<file path="config.mk">
export PLATFORM = sky130hd
export DESIGN_NAME = sdio_core
export DESIGN_NICKNAME = d
export VERILOG_FILES = /design/src/sdio_pkg.sv /design/src/sdio_filter.sv /design/src/sdio_core.sv
export SDC_FILE = /design/constraint.sdc
export NUM_CORES = 1
export LEC_CHECK = 0
export BUFFER_PORTS_ARGS = -buffer_cell sky130_fd_sc_hd__buf_2
export CORE_MARGIN = 8
export CORE_UTILIZATION = 52
export DETAILED_ROUTE_END_ITERATION = 10
export PLACE_DENSITY = 0.91
export SLEW_MARGIN = 20
export SYNTH_ARGS = -nofsm -noshare
export SYNTH_HDL_FRONTEND = slang
export SYNTH_SLANG_ARGS = --single-unit
</file>
<file path="constraint.sdc">
create_clock -name clock -period 4.6 [get_ports clock]
set_input_delay 0.46 -clock clock [delete_from_list [all_inputs] [get_ports clock]]
set_output_delay 0.46 -clock clock [all_outputs]
set_load 0.005 [all_outputs]
</file>
<file path="src/sdio_pkg.sv">
package sdio_pkg;

  localparam int CLOCK_HZ = 20_000_000;
  localparam int CLEAR_MIN_MS = 10;
  localparam int CLEAR_MIN_CYC = (CLOCK_HZ / 1000) * CLEAR_MIN_MS;
  localparam int ALARM_DELAY_S = 1;
  localparam int ALARM_DELAY_CYC = CLOCK_HZ * ALARM_DELAY_S;
  localparam int FILTER_LEN = 3;
  localparam int SPEED_W = 16;
  localparam int DROOP_W = 24;
  localparam int RANGE_W = 16;
  localparam int DELAY_W = 24;
  localparam logic [SPEED_W-1:0] SPEED_LIMIT_RST = 16'h0000;
  localparam logic [DROOP_W-1:0] DROOP_RST = 24'h000000;
  localparam logic [3:0] TOUGH_DRIVE_ON = 4'h1;

  typedef enum logic {MODE_POSITION, MODE_SPEED} sdio_mode_t;

  typedef struct packed {
    logic [2:0] speed_select;
    logic       proportional_loop_select;
    logic       torque_limit_select;
    logic       forced_stop_in;
    logic       droop_clear_in;
    logic       gain_change_in;
    logic       control_mode_change_in;
    logic       servo_on_in;
  } sdio_din_t;

  localparam int DIN_W = $bits(sdio_din_t);

  typedef struct packed {
    logic       torque_mode;
    logic       position_mode;
    logic       mode_change_enable;
    logic       level_clear;
    logic [3:0] tough_drive_select_setting;
    logic       tough_drive_active;
    logic       motor_ready;
    logic       protective_trip;
    logic       forced_stop_reset_req;
  } sdio_cfg_t;

  typedef struct packed {
    logic       proportional_loop;
    logic       alternate_gains;
    logic       torque_limit_two;
    logic       base_off;
    logic       dynamic_brake;
    logic       droop_clear_pulse;
    logic       filter_flush;
    sdio_mode_t active_mode;
  } sdio_ctl_t;

endpackage

</file>
<file path="src/sdio_filter.sv">
`timescale 1ns/1ps
module sdio_filter
#(
  parameter int LEN = 3
)
(
  input  wire logic clock,
  input  wire logic sys_rst,
  input  wire logic clk_en,
  input  wire logic raw_in,
  output      logic clean_out
);
  import sdio_pkg::*;

  logic           meta_reg, meta_next;
  logic           sync_reg, sync_next;
  logic [LEN-1:0] hist_reg, hist_next;
  logic           out_reg,  out_next;

  initial
  begin
    if (LEN < 2)
      $error("sdio_filter: LEN must be at least 2");
  end

  // Level only changes after LEN equal samples; lone spikes vanish
  always_comb
  begin
    meta_next = raw_in;
    sync_next = meta_reg;
    hist_next = {hist_reg[LEN-2:0], sync_reg};
    out_next  = out_reg;
    if (&hist_reg)
      out_next = 1'b1;
    else if (~|hist_reg)
      out_next = 1'b0;
  end

  always_ff @(posedge clock)
  begin
    if (sys_rst)
    begin
      meta_reg <= 1'b0;
      sync_reg <= 1'b0;
      hist_reg <= '0;
      out_reg  <= 1'b0;
    end
    else if (clk_en)
    begin
      meta_reg <= meta_next;
      sync_reg <= sync_next;
      hist_reg <= hist_next;
      out_reg  <= out_next;
    end
  end

  assign clean_out = out_reg;

endmodule

</file>
<file path="src/sdio_core.sv">
`timescale 1ns/1ps
module sdio_core
#(
  parameter int ALARM_CYC = sdio_pkg::ALARM_DELAY_CYC
)
(
  input  wire logic                            clock,
  input  wire logic                            sys_rst,
  input  wire logic                            clk_en,
  input  wire sdio_pkg::sdio_din_t             din,
  input  wire sdio_pkg::sdio_cfg_t             cfg,
  input  wire logic [7:0][sdio_pkg::SPEED_W-1:0] speed_limit_table,
  input  wire logic [sdio_pkg::DROOP_W-1:0]    droop_in,
  input  wire logic [sdio_pkg::RANGE_W-1:0]    in_position_range_setting,
  input  wire logic [sdio_pkg::DELAY_W-1:0]    tough_drive_detail_setting,
  output      sdio_pkg::sdio_ctl_t             ctl,
  output      logic [sdio_pkg::SPEED_W-1:0]    speed_limit,
  output      logic [sdio_pkg::DROOP_W-1:0]    droop_count,
  output      logic                            alarm_free_out,
  output      logic                            ready_out,
  output      logic                            in_position_out
);
  import sdio_pkg::*;

  initial
  begin
    if (ALARM_CYC < 1)
      $error("sdio_core: ALARM_CYC must be at least 1");
  end

  logic [DIN_W-1:0] din_raw;
  logic [DIN_W-1:0] din_clean;
  sdio_din_t        f;

  assign din_raw = din;

  genvar g;
  generate
    for (g = 0; g < DIN_W; g++)
    begin : g_filt
      sdio_filter #(.LEN(FILTER_LEN)) u_filt
      (
        .clock     (clock),
        .sys_rst   (sys_rst),
        .clk_en    (clk_en),
        .raw_in    (din_raw[g]),
        .clean_out (din_clean[g])
      );
    end
  endgenerate

  assign f = din_clean;

  logic [SPEED_W-1:0] speed_reg,   speed_next;
  sdio_ctl_t          ctl_reg,     ctl_next;
  logic               estop_reg,   estop_next;
  logic               clr_d_reg,   clr_d_next;
  logic [DROOP_W-1:0] droop_reg,   droop_next;
  logic [31:0]        alarm_cnt_reg, alarm_cnt_next;
  logic               alarm_reg,   alarm_next;
  logic               ready_reg,   ready_next;
  logic [DELAY_W-1:0] td_cnt_reg,  td_cnt_next;
  logic               inp_reg,     inp_next;
  logic               clr_rise;
  logic               clr_now;
  logic               in_range;
  logic [DROOP_W-1:0] droop_mag;

  assign clr_rise = f.droop_clear_in & ~clr_d_reg;
  // Edge clear in position mode; level mode holds clear while asserted
  assign clr_now  = cfg.position_mode &
                    (clr_rise | (cfg.level_clear & f.droop_clear_in));
  assign droop_mag = droop_reg[DROOP_W-1] ? DROOP_W'(-droop_reg) : droop_reg;
  assign in_range  = droop_mag <= DROOP_W'(in_position_range_setting);

  always_comb
  begin
    speed_next = speed_reg;
    if (cfg.torque_mode)
      speed_next = speed_limit_table[f.speed_select];
    ctl_next = ctl_reg;
    ctl_next.proportional_loop = f.proportional_loop_select;
    ctl_next.torque_limit_two  = f.torque_limit_select;
    ctl_next.alternate_gains   = f.gain_change_in;
    ctl_next.droop_clear_pulse = clr_now;
    ctl_next.filter_flush      = clr_now;
    ctl_next.active_mode = MODE_POSITION;
    if (cfg.mode_change_enable && f.control_mode_change_in)
      ctl_next.active_mode = MODE_SPEED;
    else if (!cfg.mode_change_enable && !cfg.position_mode)
      ctl_next.active_mode = MODE_SPEED;
    // Stop latches; only releases once input closed and reset asked
    estop_next = estop_reg;
    if (!f.forced_stop_in)
      estop_next = 1'b1;
    else if (cfg.forced_stop_reset_req)
      estop_next = 1'b0;
    ctl_next.base_off      = estop_next | cfg.protective_trip;
    ctl_next.dynamic_brake = estop_next;
    clr_d_next = f.droop_clear_in;
    droop_next = clr_now ? DROOP_RST : droop_in;
  end

  always_ff @(posedge clock)
  begin
    if (sys_rst)
    begin
      speed_reg <= SPEED_LIMIT_RST;
      ctl_reg   <= '0;
      estop_reg <= 1'b1;
      clr_d_reg <= 1'b0;
      droop_reg <= DROOP_RST;
    end
    else if (clk_en)
    begin
      speed_reg <= speed_next;
      ctl_reg   <= ctl_next;
      estop_reg <= estop_next;
      clr_d_reg <= clr_d_next;
      droop_reg <= droop_next;
    end
  end

  // Status outputs
  always_comb
  begin
    alarm_cnt_next = alarm_cnt_reg;
    alarm_next     = alarm_reg;
    if (cfg.protective_trip)
    begin
      alarm_next = 1'b0;
    end
    else if (alarm_cnt_reg < 32'(ALARM_CYC - 1))
    begin
      alarm_cnt_next = alarm_cnt_reg + 32'h00000001;
    end
    else
    begin
      alarm_next = 1'b1;
    end
    ready_next = f.servo_on_in & cfg.motor_ready & alarm_next &
                 ~ctl_next.base_off;
    td_cnt_next = '0;
    inp_next    = 1'b0;
    if (f.servo_on_in && in_range)
    begin
      // Tough drive holds off, but never past the limit setting
      if (cfg.tough_drive_select_setting == TOUGH_DRIVE_ON &&
          cfg.tough_drive_active &&
          td_cnt_reg < tough_drive_detail_setting)
      begin
        td_cnt_next = td_cnt_reg + DELAY_W'(1);
      end
      else
      begin
        td_cnt_next = td_cnt_reg;
        inp_next    = 1'b1;
      end
    end
  end

  always_ff @(posedge clock)
  begin
    if (sys_rst)
    begin
      alarm_cnt_reg <= 32'h00000000;
      alarm_reg     <= 1'b0;
      ready_reg     <= 1'b0;
      td_cnt_reg    <= '0;
      inp_reg       <= 1'b0;
    end
    else if (clk_en)
    begin
      alarm_cnt_reg <= alarm_cnt_next;
      alarm_reg     <= alarm_next;
      ready_reg     <= ready_next;
      td_cnt_reg    <= td_cnt_next;
      inp_reg       <= inp_next;
    end
  end

  assign ctl             = ctl_reg;
  assign speed_limit     = speed_reg;
  assign droop_count     = droop_reg;
  assign alarm_free_out  = alarm_reg;
  assign ready_out       = ready_reg;
  assign in_position_out = inp_reg;

  // Disabled in reset; a frozen enable only holds state, so the next-cycle (|=>) guards key on it
  AST_SPEED_SEL: assert property (@(posedge clock)
    disable iff (sys_rst)
    clk_en && cfg.torque_mode |=>
      speed_reg == $past(speed_limit_table[f.speed_select]))
    else $error("speed limit not taken from selected slot");

  AST_SPEED_HOLD: assert property (@(posedge clock)
    disable iff (sys_rst)
    clk_en && !cfg.torque_mode |=> $stable(speed_reg))
    else $error("speed limit moved outside torque mode");

  AST_PROP_LOOP: assert property (@(posedge clock)
    disable iff (sys_rst)
    clk_en |=> ctl_reg.proportional_loop == $past(f.proportional_loop_select))
    else $error("proportional loop does not follow input");

  AST_ESTOP: assert property (@(posedge clock)
    disable iff (sys_rst)
    clk_en && !f.forced_stop_in |=> ctl_reg.base_off && ctl_reg.dynamic_brake)
    else $error("forced stop did not cut base");

  AST_ESTOP_HOLD: assert property (@(posedge clock)
    disable iff (sys_rst)
    clk_en && estop_reg && !cfg.forced_stop_reset_req |=> estop_reg)
    else $error("forced stop released without reset");

  AST_CLEAR: assert property (@(posedge clock)
    disable iff (sys_rst)
    clk_en && cfg.position_mode && clr_rise |=> droop_reg == DROOP_RST)
    else $error("droop not cleared on clear edge");

  AST_LEVEL_CLR: assert property (@(posedge clock)
    disable iff (sys_rst)
    clk_en && cfg.position_mode && cfg.level_clear && f.droop_clear_in |=>
      ctl_reg.droop_clear_pulse && droop_reg == DROOP_RST)
    else $error("level clear did not hold droop at zero");

  AST_FLUSH: assert property (@(posedge clock)
    disable iff (sys_rst)
    clk_en && clr_now |=> ctl_reg.filter_flush)
    else $error("filter flush not paired with clear");

  AST_GAIN: assert property (@(posedge clock)
    disable iff (sys_rst)
    clk_en |=> ctl_reg.alternate_gains == $past(f.gain_change_in))
    else $error("gain set does not follow input");

  AST_MODE_SEL: assert property (@(posedge clock)
    disable iff (sys_rst)
    clk_en && cfg.mode_change_enable |=> ctl_reg.active_mode ==
      ($past(f.control_mode_change_in) ? MODE_SPEED : MODE_POSITION))
    else $error("control mode does not follow change input");

  AST_ALARM_TRIP: assert property (@(posedge clock)
    disable iff (sys_rst)
    clk_en && cfg.protective_trip |=> !alarm_free_out)
    else $error("alarm-free stayed on during trip");

  AST_ALARM_ON: assert property (@(posedge clock)
    disable iff (sys_rst)
    clk_en && !cfg.protective_trip && alarm_cnt_reg >= 32'(ALARM_CYC - 1)
      |=> alarm_free_out)
    else $error("alarm-free not raised after power-on delay");

  AST_READY: assert property (@(posedge clock)
    disable iff (sys_rst)
    ready_out |-> alarm_free_out && !ctl_reg.base_off)
    else $error("ready shown with alarm or base off");

  AST_INP_RANGE: assert property (@(posedge clock)
    disable iff (sys_rst)
    clk_en && !in_range |=> !in_position_out)
    else $error("in-position shown outside range");

  AST_INP_SON: assert property (@(posedge clock)
    disable iff (sys_rst)
    in_position_out |-> $past(f.servo_on_in))
    else $error("in-position without servo-on");

  AST_TD_LIMIT: assert property (@(posedge clock)
    disable iff (sys_rst)
    clk_en && f.servo_on_in && in_range &&
      td_cnt_reg >= tough_drive_detail_setting |=> in_position_out)
    else $error("tough drive delay ran past its limit");

  COV_ESTOP: cover property (@(posedge clock) ctl_reg.dynamic_brake);
  COV_CLEAR: cover property (@(posedge clock) ctl_reg.droop_clear_pulse);
  COV_INP: cover property (@(posedge clock) in_position_out);
  COV_ALARM: cover property (@(posedge clock) $rose(alarm_free_out));
  COV_TOUGH: cover property (@(posedge clock)
    in_position_out && td_cnt_reg != '0);

endmodule

</file>
==> results_dict.tcl, run 1 <==
set metrics [dict create \
    grt_remaining_overflow 0 \
    cts.repair.resized 0 \
    required_ns 4.96 \
    ys_async_sr_fraction_pct 0 \
    antenna_found_initial 4 \
    status "completed" \
    netlist_area_um2 8970 \
    busiest_layer "met2" \
    clkLatencyLatePin_ns 0.42 \
    slew_violations 0 \
    largest_reg_flops 32 \
    mostFrequentLayoutCells "buf_2 (265), dfxtp_1 (167), nor2_1 (145), mux2i_1 (74), inv_1 (54)" \
    finalCoreUtilization_pct 64.8 \
    die_w_um 147 \
    peakVddDrop_mv 0.251 \
    maxCapViolCount 0 \
    worstPathMaxFanout 13 \
    period_share_pct 93.6 \
    synth_top_area_cell "dfxtp_1" \
    synth.avg_cell_area_um2 9.09 \
    rows 48 \
    hold_viol_final 0 \
    die_h_um 147 \
    hold_class "input pin to flop" \
    cp.arrival_ns 4.67 \
    postCtsHoldBufs 0 \
    power_leakage_nw 4.88 \
    grt_use_met1_pct 24.8 \
    drc 0 \
    total_power_mw 3.28 \
    core_area_um2 17100 \
    grt_start_max_net_pins 94 \
    startpoint "droop_count[6]" \
    gp_congestion 0.924 \
    yosysSeqAreaShare_pct 37.5 \
    skew_ns 0.0109 \
    clkTransAtPathRegs_ns 0.07 \
    worstPathCellList "nor4_4 > nand3_1 > o41ai_1 > xnor2_1 > ha_1 > a211o_1 > a21oi_1 > a211oi_1 > a211o_1 > or4_1 > or2_1 > or4_1 > o21ai_1" \
    grtUsageMet3_pct 7.84 \
    grt_pass1_wl_um 40200 \
    cts_inserted_buffers 17 \
    rr_endpoint "td_cnt_reg[22]" \
    r2r_cells 13 \
    via_per_inst 5.71 \
    routed-via-count 8381 \
    syn_to_final_growth_pct 23.2 \
    port-buffer-count 267 \
    cpMaxStageDelayCell "or4_1" \
    setup_viol 0 \
    rrSetupSlack_ns 0.29 \
    pin_count 268 \
    die-area_um2 21700 \
    cts_sinks 168 \
    drt_iter0_markers 434 \
    final_common_cell "buf_2" \
    start_util_pct 52.6 \
    wl_um 24900 \
    cpPeakStageDelay_ns 0.57 \
    nNetsFinal 1486 \
    ctsRootBufferMaster "clkbuf_16" \
    relSlewSlack_pct 28.9 \
    postRouteAntennaNets 0 \
    final-seq-area_um2 3370 \
    avgRoutedWirePerCell_um 17.0 \
    synth_top_area_share_pct 37.5 \
    r2r_start "droop_count[6]" \
    grt_util_met2_pct 38.3 \
    worst_pin_slew_ns 1.07 \
    postCtsSetupBuffers 0 \
    synth-edff-count 0 \
    htree_levels 4 \
    clockBufferDepth 2 \
    rsz0062_at_grt "false" \
    ys_types 52 \
    dp_hpwl_um 19300 \
    ys_ff_latch 168 \
    tns_ns 0 \
    grt_usage_pct 22.5 \
    ys_warn_count 0 \
    multiInputGateArea_um2 5210 \
    syn-num-nets 1245 \
    period_minus_slack_ns 4.31 \
    first_global_vias 8391 \
    critical_path.endpoint "td_cnt_reg[22]" \
    startpoint_type "flop" \
    synth-main-ff-cell "dfxtp_1" \
    clock.fmax_mhz 232 \
    crit_type "flop to flop" \
    fillers 1348 \
    dr.pass1.iters 5 \
    end_kind "flop" \
    drive_gt1_share_pct 28.2 \
    power_density_nw_per_um2 297 \
    tritoncts "built" \
    postSynthCellCount 986 \
    synth_area_leaders "dfxtp_1 (38%), mux2i_1 (8.3%), mux4_2 (8.0%), nor2_1 (6.1%), ha_1 (5.9%)" \
]
## worst min path at each step
| stage | from | to | cells after the start |
|---|---|---|---|
| floorplan | alarm_cnt_reg[28] | alarm_cnt_reg[28] | 1 |
| detailed placement | alarm_cnt_reg[26] | alarm_cnt_reg[26] | 1 |
| global placement | alarm_cnt_reg[25] | alarm_cnt_reg[25] | 1 |
| global route | cfg[1] | alarm_free_out | 2 |
| CTS | droop_in[9] | droop_count[9] | 3 |
| finish | din[7] | g_filt[7].u_filt.meta_reg | 3 |
## metrics by stage
stage          cells  cell area [µm²]  hold slack, ns  worst slack (ns)
2_1_floorplan    986             8970           0.438             0.497
3_3_place_gp    1433            10500           0.453             0.377
3_5_place_dp    1433            10500           0.457             0.273
4_1_cts         1465            11000           0.255             0.231
5_1_grt         1468            11100           0.260            0.0290
6_report        1468            11100           0.268             0.292
## where the power goes
part / switching [mW] / leakage (nW) / internal (mW)
Sequential: 0.0369 / 1.37 / 1.49
Clock: 0.595 / 0.283 / 0.764
Combinational: 0.198 / 3.23 / 0.199
## cells in the mapped netlist, drive strengths merged (4+ instances only)
cell type	count
a21oi	36
and3	19
dfxtp	168
a211oi	20
xnor2	22
buf	14
nor2b	13
mux4	32
or4	11
xor2	11
nor3	15
nand2	51
ha	42
a22oi	26
o211ai	14
o41ai	10
o21a	4
clkbuf	42
nor4	11
nand3	28
o31ai	18
or3	11
inv	54
mux2i	74
nand4	20
nor2	145
o21ai	40
## critical path, delay by kind of cell, from the launching register on
| family | cells | cell delay (ns) |
|---|---|---|
| and+or+nand+nor | 5 | 2.11 |
| AOI/OAI and AO/OA | 6 | 1.29 |
| DFF | 1 | 0.40 |
| adders and majority gates | 1 | 0.28 |
| xor gates and xnor gates | 1 | 0.18 |
## per-layer routing
metal | part of all wire (%) | wire (µm)
met1 | 39 | 9820
met2 | 48 | 12000
met3 | 9.6 | 2390
met4 | 2.7 | 663
met5 | 0.11 | 27
## cell type report
| class | instances | share of cell area (%) |
|---|---|---|
| multi-input combinational | 708 | 47.1 |
| sequential | 168 | 30.5 |
| timing repair buffer | 278 | 12.9 |
| clock buffer | 18 | 3.97 |
| tap | 225 | 2.55 |
| inverter | 54 | 1.83 |
| clock inverter | 14 | 1.11 |
| antenna | 3 | 0.0679 |
## cell families (layout without fill, tap and decap cells)
| group | count (synthesis) | in the layout | share of synthesized area [%] |
|---|---|---|---|
| xor+xnor | 33 | 33 | 3.22 |
| mux | 106 | 106 | 16.3 |
| buf+inv | 110 | 364 | 4.69 |
| compound gates | 188 | 188 | 14.0 |
| fa+ha+maj | 42 | 42 | 5.86 |
| simple gates | 339 | 339 | 18.4 |
| other cells | 0 | 3 | 0 |
| flops | 168 | 168 | 37.5 |
(Power assumes the default switching activity.)
==> inputs of run 2 (changes only) <==
Settings changed: REMOVE_ABC_BUFFERS set to 1.
==> results_dict.tcl, run 2 (synthesis results as in run 1) <==
set metrics [dict create \
    status "completed" \
    setup_ws_ns 0.234 \
    ctsRootBufferMaster "clkbuf_16" \
    slew_violations 0 \
    gp_congestion 0.918 \
    cpPeakStageDelay_ns 0.57 \
    mostFrequentLayoutCells "buf_2 (265), dfxtp_1 (167), nor2_1 (145), mux2i_1 (74), inv_1 (54)" \
    largest_reg_flops 32 \
    start_util_pct 52.6 \
    preCtsSetupSlack_ns 0.187 \
    multiInputGateArea_um2 5200 \
    relSlewSlack_pct 27.2 \
    die_w_um 147 \
    rsz0062_at_grt "false" \
    worstPathMaxFanout 17 \
    power_leakage_nw 4.88 \
    htree_levels 4 \
    startpoint_type "flop" \
    antenna_found_initial 2 \
    clockBufferDepth 2 \
    placed_cells 1433 \
    total_power_mw 3.36 \
    cts_inserted_buffers 17 \
    fillers 1307 \
    first_global_vias 8722 \
    cpMaxStageDelayCell "or4_1" \
    clkTransAtPathRegs_ns 0.07 \
    skew_ns 0.0107 \
    power_density_nw_per_um2 303 \
    routed-via-count 8522 \
    grt_start_max_net_pins 89 \
    hold_class "input pin to flop" \
    cts_sinks 168 \
    final_common_cell "buf_2" \
    port-buffer-count 267 \
    dp_hpwl_um 19700 \
    worst_pin_slew_ns 1.09 \
    die-area_um2 21700 \
    final-seq-area_um2 3360 \
    die_h_um 147 \
    postCtsSetupBuffers 0 \
    clkLatencyLatePin_ns 0.43 \
    required_ns 4.96 \
    drive_gt1_share_pct 28.2 \
    end_kind "flop" \
    period_minus_slack_ns 4.37 \
    peakVddDrop_mv 0.269 \
    rows 48 \
    core_area_um2 17100 \
    pin_count 268 \
    grt_remaining_overflow 0 \
    grt_usage_pct 23.3 \
    postRouteAntennaNets 0 \
    setup_viol 0 \
    drc 0 \
    crit_type "flop to flop" \
    layout.cells.non_filler 1466 \
    nNetsFinal 1486 \
    tns_ns 0 \
    cts.repair.resized 0 \
    avgRoutedWirePerCell_um 17.6 \
    holdWs_ns 0.248 \
    finish.instance_area_um2 11100 \
    syn_to_final_growth_pct 23.5 \
    tritoncts "built" \
    postCtsHoldBufs 0 \
    cp_num_buf_inv 0 \
    dpl-instance-area_um2 10500 \
    finalCoreUtilization_pct 64.9 \
    cp.arrival_ns 4.73 \
    dr.pass1.iters 5 \
    via_per_inst 5.81 \
    clock.fmax_mhz 229 \
    wl_um 25800 \
    path_delay_family "simple AND/OR/NAND/NOR gates" \
    worstPathCellList "nor4_4 > nand3_1 > o41ai_1 > xnor2_1 > ha_1 > a211o_1 > a21oi_1 > a211oi_1 > a211o_1 > or4_1 > or2_2 > or4_1 > o21ai_1" \
    grt_pass1_wl_um 41200 \
    maxCapViolCount 0 \
    drt_iter0_markers 484 \
    hold_viol_final 0 \
    period_share_pct 94.9 \
]
run 2: path summary, 6_finish.rpt:
kind / from / slack [ns] / end / cells after the start
max: droop_count[6] / 0.23 / td_cnt_reg[22] / 13
max reg2reg: droop_count[6] / 0.23 / td_cnt_reg[22] / 13
min: cfg[1] / 0.25 / alarm_free_out / 2
min reg2reg: ready_out / 0.46 / ready_out / 2
run 2: per-layer routing:
metal | share of wire, % | vias to the layer above | track usage, %
li1 | - | 4078 | -
met3 | 7.0 | 75 | 7.04
met2 | 49 | 376 | 40.8
met4 | 5.2 | 0 | 14.4
met5 | 0 | - | 0
met1 | 38 | 3993 | 24.0
run 2: power by group:
part,internal [mW],leakage (nW),total [mW],switching [mW]
combinational,0.199,3.23,0.399,0.200
sequential,1.49,1.37,1.53,0.0374
clock,0.835,0.284,1.43,0.599
run 2: cell type report:
type	instances	area share [%]
Inverter	54	1.83
Antenna cell	2	0.0452
Clock inverter	11	1.23
Clock buffer	20	4.13
Tap cell	225	2.54
Multi-Input combinational cell	708	47.0
Timing Repair Buffer	278	12.9
Sequential cell	168	30.4
run 2: worst register-to-register path, cell delays in order, from the launching register on:
cell	delay, ns
dfxtp_1	0.39
nor4_4	0.38
nand3_1	0.22
o41ai_1	0.35
xnor2_1	0.17
ha_1	0.28
a211o_1	0.31
a21oi_1	0.15
a211oi_1	0.09
a211o_1	0.27
or4_1	0.56
or2_2	0.45
or4_1	0.57
o21ai_1	0.13
==> inputs of run 3 (changes only) <==
--- a/config.mk
+++ b/config.mk
@@ -11,5 +11,4 @@
 export DETAILED_ROUTE_END_ITERATION = 10
 export PLACE_DENSITY = 0.91
-export REMOVE_ABC_BUFFERS = 1
 export SLEW_MARGIN = 20
 export SYNTH_ARGS = -nofsm -noshare
==> constraint.sdc (replaced) <==
create_clock -name clock -period 4.6 [get_ports clock]
set_input_delay 0.23 -clock clock [delete_from_list [all_inputs] [get_ports clock]]
set_output_delay 0.23 -clock clock [all_outputs]
set_load 0.005 [all_outputs]
==> results_dict.tcl, run 3 (synthesis results as in run 1) <==
set metrics [dict create \
    worst_pin_slew_ns 1.04 \
    peakVddDrop_mv 0.261 \
    setup_viol 0 \
    grt_remaining_overflow 0 \
    syn_to_final_growth_pct 23.2 \
    clockBufferDepth 2 \
    drive_gt1_share_pct 28.0 \
    htree_levels 4 \
    nNetsFinal 1485 \
    startpoint_type "flop" \
    crit_type "flop to flop" \
    largest_reg_flops 32 \
    grt_start_max_net_pins 94 \
    mostFrequentLayoutCells "buf_2 (265), dfxtp_1 (167), nor2_1 (145), mux2i_1 (74), inv_1 (54)" \
    cp.arrival_ns 4.74 \
    final_common_cell "buf_2" \
    cts_inserted_buffers 17 \
    slew_violations 0 \
    via_per_inst 5.75 \
    clkTransAtPathRegs_ns 0.07 \
    worstPathMaxFanout 14 \
    grtUsageMet3_pct 8.46 \
    dp_hpwl_um 19200 \
    hold_class "input pin to flop" \
    status "completed" \
    preCtsSetupSlack_ns 0.162 \
    postRouteAntennaNets 0 \
    rows 48 \
    busiest_layer "met2" \
    ctsRootBufferMaster "clkbuf_16" \
    start_util_pct 52.6 \
    cts_sinks 168 \
    postCtsSetupBuffers 0 \
    hold_viol_final 0 \
    die-area_um2 21700 \
    die_h_um 147 \
    grt_use_met1_pct 25.0 \
    drc 0 \
    maxCapViolCount 0 \
    worstPathCellList "nor4_4 > nand3_1 > o41ai_1 > xnor2_1 > ha_1 > a211o_1 > a21oi_1 > a211oi_1 > a211o_1 > or4_1 > or2_1 > or4_1 > o21ai_1" \
    required_ns 4.96 \
    period_share_pct 95.2 \
    tns_ns 0 \
    avgRoutedWirePerCell_um 17.2 \
    end_kind "flop" \
    layout.cells.non_filler 1465 \
    period_minus_slack_ns 4.38 \
    drt_iter0_markers 521 \
    skew_ns 0.00985 \
    pin_count 268 \
    cpPeakStageDelay_ns 0.58 \
    gp_congestion 0.934 \
    die_w_um 147 \
    grt_util_met2_pct 38.3 \
    tritoncts "built" \
    clock.fmax_mhz 228 \
    power_leakage_nw 4.86 \
    wl_um 25200 \
    power_density_nw_per_um2 299 \
    grt_usage_pct 22.7 \
    total_power_mw 3.31 \
    dr.pass1.iters 7 \
    port-buffer-count 267 \
    cpMaxStageDelayCell "or4_1" \
    routed-via-count 8425 \
    placed_cells 1432 \
    core_area_um2 17100 \
    grt_pass1_wl_um 40600 \
    clkLatencyLatePin_ns 0.43 \
    relSlewSlack_pct 30.3 \
    setup_ws_ns 0.220 \
    first_global_vias 8520 \
    antenna_found_initial 2 \
    rsz0062_at_grt "false" \
]
run 3: routing by layer:
layer | share of wire, % | routed length [µm]
met4 | 2.9 | 729
met5 | 0.052 | 13
met2 | 49 | 12300
met3 | 9.3 | 2350
met1 | 39 | 9790
run 3: cell type report:
type                       count  area, µm²
inverter                      54        203
timing repair buffer         277       1420
sequential                   168       3370
clock inverter                11        113
tap                          225        282
antenna                        1       2.50
multi-input combinational    708       5210
clock buffer                  21        460
fill                        1355       6010
run 3: final timing paths:
| kind | slack, ns | to | cells past startpoint | startpoint |
|---|---|---|---|---|
| min | 0.03 | droop_count[10] | 3 | droop_in[10] |
| max | 0.22 | td_cnt_reg[22] | 13 | droop_count[6] |
| min reg2reg | 0.47 | alarm_cnt_reg[28] | 1 | alarm_cnt_reg[28] |
| max reg2reg | 0.22 | td_cnt_reg[22] | 13 | droop_count[6] |
run 3: critical path, delay by kind of cell, from the launching register on:
| kind | cells | cell delay [ns] |
|---|---|---|
| adder cells (fa/ha/maj) | 1 | 0.28 |
| AND/OR/NAND/NOR | 5 | 2.20 |
| flip-flops | 1 | 0.39 |
| XOR/XNOR | 1 | 0.18 |
| AO/OA/AOI/OAI | 6 | 1.27 |
run 3: timing repair:
item,CTS,global route
gates resized for setup,0,1
hold buffers,0,0
endpoints found under the hold margin,0,0
endpoints found under the setup margin,0,6
run 3: metrics by stage:
step | hold slack [ns] | area, µm² | util, %
2_1_floorplan | 0.331 | 8970 | -
3_3_place_gp | 0.452 | 10500 | 61.3
3_5_place_dp | 0.456 | 10500 | 61.3
4_1_cts | 0.0177 | 11000 | 64.7
5_1_grt | 0.0101 | 11100 | 64.8
6_report | 0.0298 | 11100 | 64.8
run 3: power by group:
group	leakage, nW	switching, mW	internal (mW)
Combinational	3.22	0.196	0.198
Clock	0.273	0.602	0.783
Sequential	1.37	0.0371	1.49
Total	4.86	0.835	2.47
